==> src/inc/scc_pkg.sv <==
package scc_pkg;

  // ******************************
  // bus and clock
  // ******************************
  localparam int unsigned HCLK_FREQ_HZ = 50_000_000;
  localparam int unsigned ADDR_W       = 8;
  localparam int unsigned DATA_W       = 32;

  // ******************************
  // register byte offsets
  // ******************************
  localparam logic [7:0] OFF_PRESCALER_SELECT = 8'h00;
  localparam logic [7:0] OFF_CHANNEL_START    = 8'h04;
  localparam logic [7:0] OFF_CHANNEL_STOP     = 8'h08;
  localparam logic [7:0] OFF_CHANNEL_ENABLE   = 8'h0c;
  localparam logic [7:0] OFF_SYS_CLOCK_CTRL   = 8'h10;
  localparam logic [7:0] OFF_CHAN_BASE        = 8'h20;
  localparam logic [7:0] OFF_CHAN_STRIDE      = 8'h10;
  localparam logic [3:0] OFF_CHAN_MODE        = 4'h0;
  localparam logic [3:0] OFF_CHAN_DATA        = 4'h4;
  localparam logic [3:0] OFF_CHAN_STATUS      = 4'h8;
  localparam logic [3:0] OFF_CHAN_CLEAR       = 4'hc;

  // ******************************
  // fields
  // ******************************
  localparam int unsigned PRS_A_LSB        = 0;
  localparam int unsigned PRS_B_LSB        = 4;
  localparam int unsigned PRS_W            = 4;
  localparam int unsigned STOP_W           = 4;
  localparam int unsigned MODE_CKS_BIT     = 0;
  localparam int unsigned STAT_OVERRUN_BIT = 0;
  localparam int unsigned STAT_BFULL_BIT   = 5;
  localparam int unsigned STAT_W           = 6;
  localparam int unsigned SYSCLK_SEL_W     = 2;
  localparam int unsigned WORD_W           = 8;

  // ******************************
  // reset values and patterns
  // ******************************
  localparam logic [7:0]              RST_PRESCALER = 8'h00;
  localparam logic [SYSCLK_SEL_W-1:0] RST_SYSCLK    = 2'h0;
  localparam logic [STOP_W-1:0]       STOP_ALL      = 4'hf;
  localparam logic [WORD_W-1:0]       RST_DATA      = 8'h00;

  typedef enum logic [1:0] {
    DP_IDLE,
    DP_READ,
    DP_WRITE
  } scc_dphase_t;

endpackage

==> src/scc_prescaler.sv <==
module scc_prescaler
  import scc_pkg::*;
#(
  parameter int unsigned CNT_W = 15
) (
  // clock and reset
  input  wire logic              hclk,
  input  wire logic              hresetn,
  input  wire logic              ce,
  // control
  input  wire logic [PRS_W-1:0]  code,
  // output
  output logic                   tick
);

  logic [CNT_W-1:0] cnt_r;
  logic [CNT_W-1:0] cnt_nxt;
  logic [CNT_W-1:0] mask;

  // tick once every 2**code cycles
  always_comb begin
    cnt_nxt = cnt_r + {{(CNT_W-1){1'b0}}, 1'b1};
    mask    = CNT_W'((32'h1 << code) - 32'h1);
    tick    = ce && ((cnt_r & mask) == mask);
  end

  always_ff @(posedge hclk or negedge hresetn) begin
    if (!hresetn) begin
      cnt_r <= '0;
    end else if (ce) begin
      cnt_r <= cnt_nxt;
    end
  end

endmodule

==> src/scc_channel.sv <==
module scc_channel
  import scc_pkg::*;
(
  // clock and reset
  input  wire logic              hclk,
  input  wire logic              hresetn,
  input  wire logic              ce,
  // register access
  input  wire logic              mode_wr,
  input  wire logic              mode_val,
  input  wire logic              data_rd,
  input  wire logic              clear_wr,
  input  wire logic [STAT_W-1:0] clear_val,
  // receive side
  input  wire logic              rx_done,
  input  wire logic [WORD_W-1:0] rx_word,
  // clocking
  input  wire logic              running,
  input  wire logic              tick_a,
  input  wire logic              tick_b,
  // state
  output logic                   cks_r,
  output logic [WORD_W-1:0]      data_r,
  output logic [STAT_W-1:0]      status,
  output logic                   op_tick
);

  logic              bfull_r;
  logic              bfull_nxt;
  logic              ovr_r;
  logic              ovr_nxt;
  logic              cks_nxt;
  logic [WORD_W-1:0] data_nxt;

  always_comb begin
    cks_nxt  = mode_wr ? mode_val : cks_r;
    data_nxt = data_r;
    bfull_nxt = bfull_r;
    ovr_nxt  = ovr_r;
    if (data_rd) begin
      bfull_nxt = 1'b0;
    end
    if (clear_wr && clear_val[STAT_OVERRUN_BIT]) begin
      ovr_nxt = 1'b0;
    end
    if (rx_done) begin
      data_nxt  = rx_word;
      bfull_nxt = 1'b1;
      // set wins over a clear in the same cycle
      if (bfull_r && !data_rd) begin
        ovr_nxt = 1'b1;
      end
    end
    status = '0;
    status[STAT_OVERRUN_BIT] = ovr_r;
    status[STAT_BFULL_BIT]   = bfull_r;
    op_tick = running && (cks_r ? tick_b : tick_a);
  end

  always_ff @(posedge hclk or negedge hresetn) begin
    if (!hresetn) begin
      cks_r   <= 1'b0;
      data_r  <= RST_DATA;
      bfull_r <= 1'b0;
      ovr_r   <= 1'b0;
    end else if (ce) begin
      cks_r   <= cks_nxt;
      data_r  <= data_nxt;
      bfull_r <= bfull_nxt;
      ovr_r   <= ovr_nxt;
    end
  end

endmodule

==> src/scc_top.sv <==
module scc_top
  import scc_pkg::*;
#(
  parameter int unsigned CHANNELS = 2,
  parameter int unsigned PRS_CNT_W = 15
) (
  // clock, reset, enable
  input  wire logic                       hclk,
  input  wire logic                       hresetn,
  input  wire logic                       ce,
  // ahb-lite slave
  input  wire logic                       hsel,
  input  wire logic [ADDR_W-1:0]          haddr,
  input  wire logic [1:0]                 htrans,
  input  wire logic                       hwrite,
  input  wire logic [2:0]                 hsize,
  input  wire logic [DATA_W-1:0]          hwdata,
  input  wire logic                       hready,
  output logic      [DATA_W-1:0]          hrdata,
  output logic                            hreadyout,
  output logic                            hresp,
  // receive side of the shift logic
  input  wire logic [CHANNELS-1:0]        rx_done,
  input  wire logic [CHANNELS-1:0][WORD_W-1:0] rx_word,
  // clocking and control outputs
  output logic      [CHANNELS-1:0]        op_clk_tick,
  output logic      [CHANNELS-1:0]        channel_running,
  output logic      [SYSCLK_SEL_W-1:0]    sys_clk_sel
);

  // ****************************************
  // bus address phase
  // ****************************************
  scc_dphase_t           dp_r;
  scc_dphase_t           dp_nxt;
  logic [ADDR_W-1:0]     daddr_r;
  logic [ADDR_W-1:0]     daddr_nxt;
  logic [DATA_W-1:0]     rdata_r;
  logic [DATA_W-1:0]     rdata_nxt;
  logic                  take;
  logic                  take_rd;
  logic [DATA_W-1:0]     rd_mux;

  // registers
  logic [7:0]            prs_r;
  logic [7:0]            prs_nxt;
  logic [STOP_W-1:0]     run_r;
  logic [STOP_W-1:0]     run_nxt;
  logic [SYSCLK_SEL_W-1:0] sysclk_r;
  logic [SYSCLK_SEL_W-1:0] sysclk_nxt;

  // channel strobes and channel outputs
  logic [CHANNELS-1:0]   mode_wr;
  logic [CHANNELS-1:0]   data_rd;
  logic [CHANNELS-1:0]   clear_wr;
  logic [CHANNELS-1:0]   cks;
  logic [CHANNELS-1:0][WORD_W-1:0] chan_data;
  logic [CHANNELS-1:0][STAT_W-1:0] chan_stat;

  logic                  tick_a;
  logic                  tick_b;
  logic                  wr_act;

  logic                  unit_stopped;
  logic [STOP_W-1:0]     chan_mask;

  // decoded write strobes, data phase
  logic                  wr_prs;
  logic                  wr_start;
  logic                  wr_stop;
  logic                  wr_sysclk;

  // per-channel register hits
  logic [CHANNELS-1:0]   hit_mode_a;
  logic [CHANNELS-1:0]   hit_data_a;
  logic [CHANNELS-1:0]   hit_stat_a;
  logic [CHANNELS-1:0]   hit_mode_d;
  logic [CHANNELS-1:0]   hit_clear_d;

  // ****************************************
  // bus outputs
  // ****************************************

  // bus waits while the block is frozen
  assign hreadyout = ce;
  assign hresp     = 1'b0;
  assign hrdata    = rdata_r;

  assign take    = ce && hsel && hready && htrans[1];
  assign take_rd = take && !hwrite;
  assign wr_act  = ce && (dp_r == DP_WRITE);

  // ****************************************
  // address decode helpers
  // ****************************************
  function automatic logic chan_hit(input logic [ADDR_W-1:0] a,
                                    input int unsigned ch,
                                    input logic [3:0] sub);
    logic [ADDR_W-1:0] base;
    base = OFF_CHAN_BASE + ADDR_W'(ch) * OFF_CHAN_STRIDE;
    return a == (base | {4'h0, sub});
  endfunction

  // ****************************************
  // per-channel address hits
  // ****************************************
  always_comb begin
    hit_mode_a  = '0;
    hit_data_a  = '0;
    hit_stat_a  = '0;
    hit_mode_d  = '0;
    hit_clear_d = '0;
    for (int unsigned c = 0; c < CHANNELS; c++) begin
      hit_mode_a[c]  = chan_hit(haddr, c, OFF_CHAN_MODE);
      hit_data_a[c]  = chan_hit(haddr, c, OFF_CHAN_DATA);
      hit_stat_a[c]  = chan_hit(haddr, c, OFF_CHAN_STATUS);
      hit_mode_d[c]  = chan_hit(daddr_r, c, OFF_CHAN_MODE);
      hit_clear_d[c] = chan_hit(daddr_r, c, OFF_CHAN_CLEAR);
    end
  end

  // ****************************************
  // read mux, sampled in the address phase
  // ****************************************
  always_comb begin
    rd_mux = '0;
    unique case (haddr)
      OFF_PRESCALER_SELECT: rd_mux[7:0]          = prs_r;
      OFF_CHANNEL_ENABLE:   rd_mux[STOP_W-1:0]   = run_r;
      OFF_SYS_CLOCK_CTRL:   rd_mux[SYSCLK_SEL_W-1:0] = sysclk_r;
      default:              rd_mux = '0;
    endcase
    for (int unsigned c = 0; c < CHANNELS; c++) begin
      if (hit_mode_a[c]) begin
        rd_mux = '0;
        rd_mux[MODE_CKS_BIT] = cks[c];
      end
      if (hit_data_a[c]) begin
        rd_mux = {{(DATA_W-WORD_W){1'b0}}, chan_data[c]};
      end
      if (hit_stat_a[c]) begin
        rd_mux = {{(DATA_W-STAT_W){1'b0}}, chan_stat[c]};
      end
    end
  end

  // ****************************************
  // bus phase tracking
  // ****************************************
  always_comb begin
    dp_nxt    = dp_r;
    daddr_nxt = daddr_r;
    rdata_nxt = rdata_r;
    if (ce) begin
      if (take) begin
        dp_nxt    = hwrite ? DP_WRITE : DP_READ;
        daddr_nxt = haddr;
      end else if (hready) begin
        dp_nxt = DP_IDLE;
      end
      if (take_rd) begin
        rdata_nxt = rd_mux;
      end
    end
  end

  always_ff @(posedge hclk or negedge hresetn) begin
    if (!hresetn) begin
      dp_r    <= DP_IDLE;
      daddr_r <= '0;
      rdata_r <= '0;
    end else begin
      dp_r    <= dp_nxt;
      daddr_r <= daddr_nxt;
      rdata_r <= rdata_nxt;
    end
  end

  // ****************************************
  // write decode, data phase
  // ****************************************
  always_comb begin
    wr_prs    = 1'b0;
    wr_start  = 1'b0;
    wr_stop   = 1'b0;
    wr_sysclk = 1'b0;
    if (wr_act) begin
      unique case (daddr_r)
        OFF_PRESCALER_SELECT: wr_prs    = 1'b1;
        OFF_CHANNEL_START:    wr_start  = 1'b1;
        OFF_CHANNEL_STOP:     wr_stop   = 1'b1;
        OFF_SYS_CLOCK_CTRL:   wr_sysclk = 1'b1;
        default: begin
          wr_prs = 1'b0;
        end
      endcase
    end
  end

  // run bits exist only for the channels that are built
  always_comb begin
    chan_mask = '0;
    for (int unsigned c = 0; c < STOP_W; c++) begin
      chan_mask[c] = (c < CHANNELS);
    end
  end

  // unit counts as stopped once every run bit is clear
  assign unit_stopped = ((run_r & STOP_ALL) == '0);

  // ****************************************
  // global registers
  // ****************************************
  always_comb begin
    prs_nxt    = prs_r;
    run_nxt    = run_r;
    sysclk_nxt = sysclk_r;
    if (wr_prs) begin
      prs_nxt = hwdata[7:0];
    end
    if (wr_start) begin
      run_nxt = run_r | hwdata[STOP_W-1:0];
    end
    if (wr_stop) begin
      run_nxt = run_r & ~hwdata[STOP_W-1:0];
    end
    // change only taken with the whole unit stopped
    if (wr_sysclk && unit_stopped) begin
      sysclk_nxt = hwdata[SYSCLK_SEL_W-1:0];
    end
    run_nxt = run_nxt & chan_mask;
  end

  always_ff @(posedge hclk or negedge hresetn) begin
    if (!hresetn) begin
      prs_r    <= RST_PRESCALER;
      run_r    <= '0;
      sysclk_r <= RST_SYSCLK;
    end else if (ce) begin
      prs_r    <= prs_nxt;
      run_r    <= run_nxt;
      sysclk_r <= sysclk_nxt;
    end
  end

  // ****************************************
  // control outputs
  // ****************************************

  assign sys_clk_sel     = sysclk_r;
  assign channel_running = run_r[CHANNELS-1:0];

  // ****************************************
  // prescalers
  // ****************************************
  scc_prescaler #(
    .CNT_W (PRS_CNT_W)
  ) u_prs_a (
    .hclk    (hclk),
    .hresetn (hresetn),
    .ce      (ce),
    .code    (prs_r[PRS_A_LSB +: PRS_W]),
    .tick    (tick_a)
  );

  scc_prescaler #(
    .CNT_W (PRS_CNT_W)
  ) u_prs_b (
    .hclk    (hclk),
    .hresetn (hresetn),
    .ce      (ce),
    .code    (prs_r[PRS_B_LSB +: PRS_W]),
    .tick    (tick_b)
  );

  // ****************************************
  // channels
  // ****************************************
  always_comb begin
    for (int unsigned c = 0; c < CHANNELS; c++) begin
      mode_wr[c]  = wr_act && hit_mode_d[c];
      clear_wr[c] = wr_act && hit_clear_d[c];
      data_rd[c]  = take_rd && hit_data_a[c];
    end
  end

  for (genvar g = 0; g < CHANNELS; g++) begin : g_chan
    scc_channel u_chan (
      .hclk      (hclk),
      .hresetn   (hresetn),
      .ce        (ce),
      .mode_wr   (mode_wr[g]),
      .mode_val  (hwdata[MODE_CKS_BIT]),
      .data_rd   (data_rd[g]),
      .clear_wr  (clear_wr[g]),
      .clear_val (hwdata[STAT_W-1:0]),
      .rx_done   (rx_done[g]),
      .rx_word   (rx_word[g]),
      .running   (run_r[g]),
      .tick_a    (tick_a),
      .tick_b    (tick_b),
      .cks_r     (cks[g]),
      .data_r    (chan_data[g]),
      .status    (chan_stat[g]),
      .op_tick   (op_clk_tick[g])
    );
  end

endmodule

==> config.mk <==
export PLATFORM = sky130hd
export DESIGN_NAME = scc_top
export DESIGN_NICKNAME = d
export VERILOG_FILES = /design/src/inc/scc_pkg.sv /design/src/scc_prescaler.sv /design/src/scc_channel.sv /design/src/scc_top.sv
export SDC_FILE = /design/constraint.sdc
export NUM_CORES = 1
export LEC_CHECK = 0
export ABC_AREA = 1
export ABC_CLOCK_PERIOD_IN_PS = 2600
export BUFFER_PORTS_ARGS = -buffer_cell sky130_fd_sc_hd__buf_2
export CORE_UTILIZATION = 45
export CTS_BUF_LIST = sky130_fd_sc_hd__clkbuf_4
export DETAILED_ROUTE_END_ITERATION = 8
export MAX_ROUTING_LAYER = met4
export PLACE_DENSITY = 0.72
export REMOVE_ABC_BUFFERS = 1
export SLEW_MARGIN = 20
export SYNTH_ARGS = -nofsm -noshare
export SYNTH_HDL_FRONTEND = slang
export SYNTH_SLANG_ARGS = --single-unit
==> constraint.sdc <==
create_clock -name hclk -period 2.6 [get_ports hclk]
set_input_delay 0.52 -clock hclk [delete_from_list [all_inputs] [get_ports hclk]]
set_output_delay 0.52 -clock hclk [all_outputs]
set_load 0.05 [all_outputs]
==> run_results.csv, run 1 <==
group,metric,value,unit
route,met2_length,5.29,mm
setup_path,critPathLaunch,"prs_r[6]",
finish,layout-drive-gt1-share,21.3,%
setup_path,critPathArrivalTime,2.60,ns
setup_path,cp-end-kind,"output pin",
route,num_vias,4110,
clock_network,cts_hold_buf,0,
sta,setup_ws,-0.515,ns
sta,rsz0062_at_grt,"true",
setup_path,crit_fanout,3,
grt,grt_pass1_wl,18.3,mm
sta,hold_violations,0,
place,dpl.cell_count,812,
setup_path,critical_path_buf_inv_count,8,
synthesis,postSynthCellCount,609,
place,hpwl,8.29,mm
setup_path,reg2reg_depth,6,
sta,worst_slew_pin_slew,0.544,ns
finish,fill_cells,978,
synthesis,synthDistinctLibCells,36,
route,viasPerCell,4.92,
synthesis,synth_area,4750,µm²
sta,clock.fmax,321,MHz
sta,drv_slew,0,
route,dr.pass1.iters,6,
clock_network,cts_buffers,9,
finish,area_growth_syn_to_layout,16.2,%
flow_run,max-cap-violations,0,
finish,finish.utilization,53.6,%
sta,hold_slack,0.0231,ns
synthesis,ys.flop_type,"dfrtp_1",
clock_network,cts_sinks,82,
setup_path,r2r_start,"u_prs_a.cnt_r[2]",
sta,finalSetupViolations,2,
finish,layout_commonest_cell,"nand2_1",
route,met3_wirelength,416,µm
finish,fin_nets,768,
clock_network,htreeDepth,3,
route,routed.top_layer,"met4",
floorplan,die_height,105,µm
sta,fin_crit,3.12,ns
setup_path,crit_type,"reg2out",
place,place_congestion,0.876,
setup_path,cp_top_family,"buffers and inverters",
grt,first_global_vias,4004,
grt,antenna_found_initial,0,
floorplan,die_w,105,µm
sta,relSlewSlack,63.5,%
synthesis,synth_edf_count,0,
route,ant_nets,0,
setup_path,critPathRequiredTime,2.08,ns
sta,period_share,120,%
place,io_buffers,55,
route,wire_per_inst,12.8,µm
floorplan,ios,109,
finish,multi_input_area,2250,µm²
grt,grtUsageTotal,21.4,%
synthesis,ys_seq_elements,82,
clock_network,cts_tree,"yes",
setup_path,start_kind,"flop",
synthesis,synthArstFlopShare,100,%
floorplan,start_util,46.2,%
sta,fin_setup_tns,-1.02,ns
setup_path,critPathMaxStageDelay,0.46,ns
clock_network,ctsRootBufferMaster,"clkbuf_4",
route,drc,0,
status,status,"complete, but fails checks",
synthesis,seq_area_frac_synth,43.2,%
grt,grt.overflow.total,0,
clock_network,clk-insertion-delay-late,0.45,ns
floorplan,die-area,11000,µm²
clock_network,clock_path_buffers,2,
grt,grt_max_degree,46,
floorplan,rows,37,
status,violations,"negative setup slack",
finish,diodes,0,
setup_path,cp.depth,18,
power,p_leak,2.86,nW
sta,skew,0.0163,ns
floorplan,core-area,10300,µm²
finish,final_cell_mix,"131 x nand2_1, 82 x dfrtp_1, 77 x inv_1, 65 x nor2_1, 52 x buf_2",
synthesis,ys_warn_count,0,
setup_path,cp_slowest_cell,"dfrtp_1",
route,m1WireLength,4.84,mm
route,wirelength,10.7,mm
setup_path,crit_path_cell_trace,"inv_2 -> nand2_4 -> nor2_4 -> buf_4 -> buf_4 -> buf_4 -> buf_4 -> buf_4 -> nor2_1 -> nor2_1 -> nand2_1 -> nor2_2 -> nand3_1 -> nor2_1 -> buf_4 -> nor2_1 -> nor2_1 -> buf_6",
finish,regArea,2050,µm²
power,p_per_area,753,nW/µm²
synthesis,synth.avg_cell_area,7.79,µm²
min_path,worstHoldPathType,"in2async",
setup_path,path_common_cell,"buf_4",
clock_network,clk_pin_slew,0.15,ns
power,ir_drop,0.471,mV
power,power.total,0.00415,W
finish,finalNonFillerCells,836,
route,drt_iter0_drc,193,
sequential cells by signal (all words and copies together) (netlist names), 8 cells and up, named ones only:
| name | flops |
|---|---|
| g_chan.u_chan.data_r | 16 |
| u_prs_a.cnt_r | 15 |
| u_prs_b.cnt_r | 15 |
| daddr_r | 8 |
| hrdata | 8 |
| prs_r | 8 |
path summary, 6_finish.rpt:
check	to	slack [ns]
max	op_clk_tick[0]	-0.52
min reg2reg	u_prs_a.cnt_r[14]	0.49
min	prs_r[7]	0.02
max in group asynchronous	daddr_r[3]	1.95
min in group hclk	g_chan[0].u_chan.data_r[3]	0.29
max reg2reg	u_prs_a.cnt_r[13]	0.85
per-stage QoR:
stage | area (µm²) | setup slack, ns
3_5_place_dp | 5220 | -0.149
3_3_place_gp | 5220 | -0.115
4_1_cts | 5480 | -0.558
5_1_grt | 5510 | -0.708
2_1_floorplan | 4570 | -0.285
6_report | 5510 | -0.515
final cells by class:
type                    instances  area share (%)
multi-input cells             430            40.9
flip-flops and latches         82            37.2
repair buffers                 88            9.99
inverters                      84            5.72
well taps                     136            3.09
clock inverters                 7            1.91
clock buffers                   9            1.23
power by group:
group | internal [W] | leakage, nW | switching (W)
clock | 0.000406 | 0.0895 | 0.000489
sequential | 0.00152 | 0.982 | 0.000222
combinational | 0.000568 | 1.79 | 0.000949
worst register-to-register path, cell delays in order, from the launching register on:
cell and delay, ns:
dfrtp_1 0.39, inv_1 0.08, nor4_2 0.48, nand2_1 0.16
nor2_1 0.22, nand4_1 0.13, xor2_1 0.17
per-layer routing:
layer / vias to the layer above / global-route usage [%]
li1: 2064 / -
met1: 1932 / 26.8
met2: 101 / 35.1
met3: 13 / 4.05
met4: 0 / 7.14
met5: - / -
cells by family after synthesis:
logic type	after synthesis	share of synthesized area, %
AND/OR/NAND/NOR	288	26.9
buffers and inverters	121	12.3
flip-flops	82	43.2
AO/OA/AOI/OAI	71	7.96
XOR/XNOR	28	5.17
multiplexers	14	3.32
adder cells (fa/ha/maj)	4	1.05
other	1	0.0790
cell usage after synthesis (3+ instances only):
| cell | number | area share [%] |
|---|---|---|
| mux2_2 | 14 | 3.3 |
| nor2_2 | 3 | 0.40 |
| o21bai_1 | 4 | 0.63 |
| buf_4 | 31 | 4.9 |
| nor2_1 | 69 | 5.5 |
| o22ai_1 | 3 | 0.40 |
| nand3_1 | 41 | 4.3 |
| inv_2 | 4 | 0.32 |
| dfrtp_1 | 82 | 43 |
| nor3_2 | 4 | 0.84 |
| nand4_1 | 15 | 2.0 |
| a21oi_1 | 25 | 2.6 |
| xor2_1 | 26 | 4.8 |
| inv_1 | 80 | 6.3 |
| ha_1 | 4 | 1.1 |
| o21ai_0 | 35 | 3.7 |
| nand2_1 | 134 | 11 |
| nor3_1 | 10 | 1.1 |
timing repair:
item / CTS / global route
gates resized for setup: 15 / 5
endpoints found under the setup margin: 2 / 2
buffers inserted: 6 / 2
pin swaps: 9 / 9
Power figures use the tool's default switching activity.
==> run 2, diff against run 1 <==
--- a/config.mk
+++ b/config.mk
@@ -5,14 +5,14 @@
 export SDC_FILE = /design/constraint.sdc
 export NUM_CORES = 1
 export LEC_CHECK = 0
-export ABC_AREA = 1
+export ABC_AREA = 0
 export ABC_CLOCK_PERIOD_IN_PS = 2600
 export BUFFER_PORTS_ARGS = -buffer_cell sky130_fd_sc_hd__buf_2
-export CORE_UTILIZATION = 45
+export CORE_UTILIZATION = 51
 export CTS_BUF_LIST = sky130_fd_sc_hd__clkbuf_4
 export DETAILED_ROUTE_END_ITERATION = 8
 export MAX_ROUTING_LAYER = met4
-export PLACE_DENSITY = 0.72
+export PLACE_DENSITY = 0.8
 export REMOVE_ABC_BUFFERS = 1
 export SLEW_MARGIN = 20
 export SYNTH_ARGS = -nofsm -noshare
==> run_results.csv, run 2 <==
group,metric,value,unit
sta,rsz0062_at_grt,"true",
synthesis,ys_seq_elements,82,
synthesis,synthDistinctLibCells,68,
grt,grt.overflow.total,0,
power,p_leak,2.35,nW
synthesis,synth_area,4780,µm²
finish,area_growth_syn_to_layout,13.1,%
clock_network,cts_tree,"yes",
sta,clock.fmax,287,MHz
route,viasPerCell,5.86,
place,place_congestion,0.851,
clock_network,clk_pin_slew,0.15,ns
route,drc,0,
setup_path,critPathLaunch,"prs_r[6]",
floorplan,ios,109,
synthesis,synth_area_leaders,"dfrtp_1 43%, mux2_2 9.2%, buf_4 5.0%",
setup_path,reg2reg_depth,5,
setup_path,cp_slowest_cell,"dfrtp_1",
sta,fin_setup_tns,-1.76,ns
synthesis,synth_top_area_share,42.9,%
route,wirelength,10.8,mm
synthesis,ys.flop_type,"dfrtp_1",
sta,drv_slew,0,
floorplan,die-area,9760,µm²
finish,final_cell_area,5400,µm²
grt,first_global_vias,3754,
route,drt_iter0_drc,233,
floorplan,core-area,8890,µm²
finish,final_cell_mix,"82 x dfrtp_1, 52 x buf_2, 42 x nand2_1, 39 x mux2_2, 27 x nor2_1",
synthesis,ys_warn_count,0,
setup_path,r2r_start,"dp_r[0]",
clock_network,clock_path_buffers,2,
sta,period_share,134,%
status,violations,"negative setup slack",
grt,antenna_found_initial,0,
finish,regMostFlops,"g_chan.u_chan.data_r",
finish,regArea,2050,µm²
place,postPlaceCellArea,5140,µm²
setup_path,path_common_cell,"or3_4",
route,ant_nets,0,
setup_path,cp-end-kind,"output pin",
synthesis,postSynthCellCount,474,
finish,diodes,0,
setup_path,crit_fanout,10,
route,num_vias,3798,
finish,layout-drive-gt1-share,29.6,%
synthesis,synth_common_cells,"82 x dfrtp_1, 42 x nand2_1, 39 x mux2_2",
synthesis,synth_edf_count,0,
setup_path,critPathMaxStageDelay,0.41,ns
route,dr.pass1.iters,4,
min_path,worstHoldPathType,"in2async",
setup_path,start_kind,"flop",
sta,setup_ws,-0.884,ns
finish,layout_commonest_cell,"dfrtp_1",
setup_path,critPathRequiredTime,2.08,ns
clock_network,clk-insertion-delay-late,0.44,ns
clock_network,ctsRootBufferMaster,"clkbuf_4",
power,p_per_area,738,nW/µm²
synthesis,seq_area_frac_synth,42.9,%
sta,relSlewSlack,55.5,%
route,wire_per_inst,16.6,µm
clock_network,cts_hold_buf,0,
sta,fin_crit,3.48,ns
grt,grt_pass1_wl,18.2,mm
power,ir_drop,0.337,mV
sta,hold_violations,0,
floorplan,rows,34,
floorplan,die_w,98.8,µm
finish,fill_cells,762,
clock_network,cts_buffers,9,
sta,finalSetupViolations,2,
setup_path,crit_path_cell_trace,"or3_4 -> or2_4 -> ha_4 -> or3_4 -> a2111oi_4 -> a2111oi_2 -> nand4_1 -> o32ai_2 -> buf_6",
sta,skew,0.0140,ns
finish,fin_nets,608,
setup_path,crit_type,"reg2out",
finish,multi_input_area,2490,µm²
synthesis,synth.most_common_cell,"dfrtp_1",
finish,reg_top3,"g_chan.u_chan.data_r x16, u_prs_a.cnt_r x15, u_prs_b.cnt_r x15",
synthesis,synth.avg_cell_area,10.1,µm²
grt,grt_max_degree,53,
clock_network,cts_sinks,82,
clock_network,htreeDepth,3,
status,status,"complete, but fails checks",
sta,worst_slew_pin_slew,0.667,ns
grt,grtUsageTotal,24.3,%
setup_path,critPathArrivalTime,2.96,ns
synthesis,synthArstFlopShare,100,%
floorplan,start_util,53.7,%
clock_network,post_cts_buffers,0,
finish,largest_reg_flops,16,
synthesis,yosysTopAreaCell,"dfrtp_1",
floorplan,die_height,98.8,µm
place,hpwl,7.80,mm
flow_run,max-cap-violations,0,
place,io_buffers,55,
-- run 2: logic make-up (layout without fill, tap and decap cells) --
kind of cell / after synthesis / in the layout / synth area share (%)
AO/OA/AOI/OAI: 84 / 84 / 12.4
other: 1 / 25 / 0.0785
adder cells (fa/ha/maj): 4 / 4 / 1.05
flip-flops: 82 / 82 / 42.9
multiplexers: 43 / 43 / 10.0
AND/OR/NAND/NOR: 162 / 162 / 19.6
buffers and inverters: 68 / 110 / 8.38
XOR/XNOR: 30 / 30 / 5.50
-- run 2: where the power goes --
| group | internal [W] | leakage, nW | switching (W) |
|---|---|---|---|
| clock | 0.000410 | 0.0910 | 0.000508 |
| combinational | 0.000600 | 1.24 | 0.000765 |
| sequential | 0.00148 | 1.02 | 0.000223 |
| total | 0.00249 | 2.35 | 0.00150 |
-- run 2: layout make-up --
type                            instances  area share, %
Multi-Input combinational cell        348           46.2
Timing Repair Buffer                   81           9.22
Clock buffer                            9           1.25
Inverter                               13          0.903
Sequential cell                        82           38.0
Clock inverter                          7           1.99
Tap cell                              108           2.50
-- run 2: final timing paths --
check / end / slack, ns
worst min register to register: dp_r[0] / 0.50
worst max-delay path: op_clk_tick[0] / -0.88
max in group asynchronous: u_prs_a.cnt_r[2] / 1.90
min in group hclk: g_chan[1].u_chan.data_r[0] / 0.30
worst min-delay path: g_chan[1].u_chan.data_r[6] / 0.09
worst max register to register: prs_r[1] / 0.76
-- run 2: metrics by stage --
| stage | worst slack (ns) | hold slack [ns] | instances | util [%] | total power, W |
|---|---|---|---|---|---|
| floorplan | -1.06 | 0.224 | 443 | - | 0.00256 |
| global placement | -0.620 | 0.455 | 632 | 57.8 | 0.00295 |
| detailed placement | -0.652 | 0.475 | 632 | 57.8 | 0.00299 |
| CTS | -0.882 | 0.111 | 648 | 60.4 | 0.00396 |
| global route | -1.00 | 0.127 | 648 | 60.8 | 0.00422 |
| finish | -0.884 | 0.0940 | 648 | 60.8 | 0.00399 |
-- run 2: layer usage --
layer,track usage (%),part of all wire [%],vias to the layer above
met3,4.04,5.1,29
li1,-,-,1778
met4,9.53,2.9,0
met5,-,0,-
met1,31.3,42,1844
met2,38.7,50,147
-- run 2: worst max-delay path, delay by kind of cell (launching register included) --
kind | cells | cell delay, ns
buffers and inverters | 1 | 0.17
and+or+nand+nor | 4 | 1.24
DFF | 1 | 0.41
AOI/OAI and AO/OA | 3 | 0.51
adders and majority gates | 1 | 0.19
-- run 2: repair_timing --
action / CTS / global route
setup endpoints to repair: 2 / 2
resized for setup: 15 / 6
pin swaps: 2 / 1
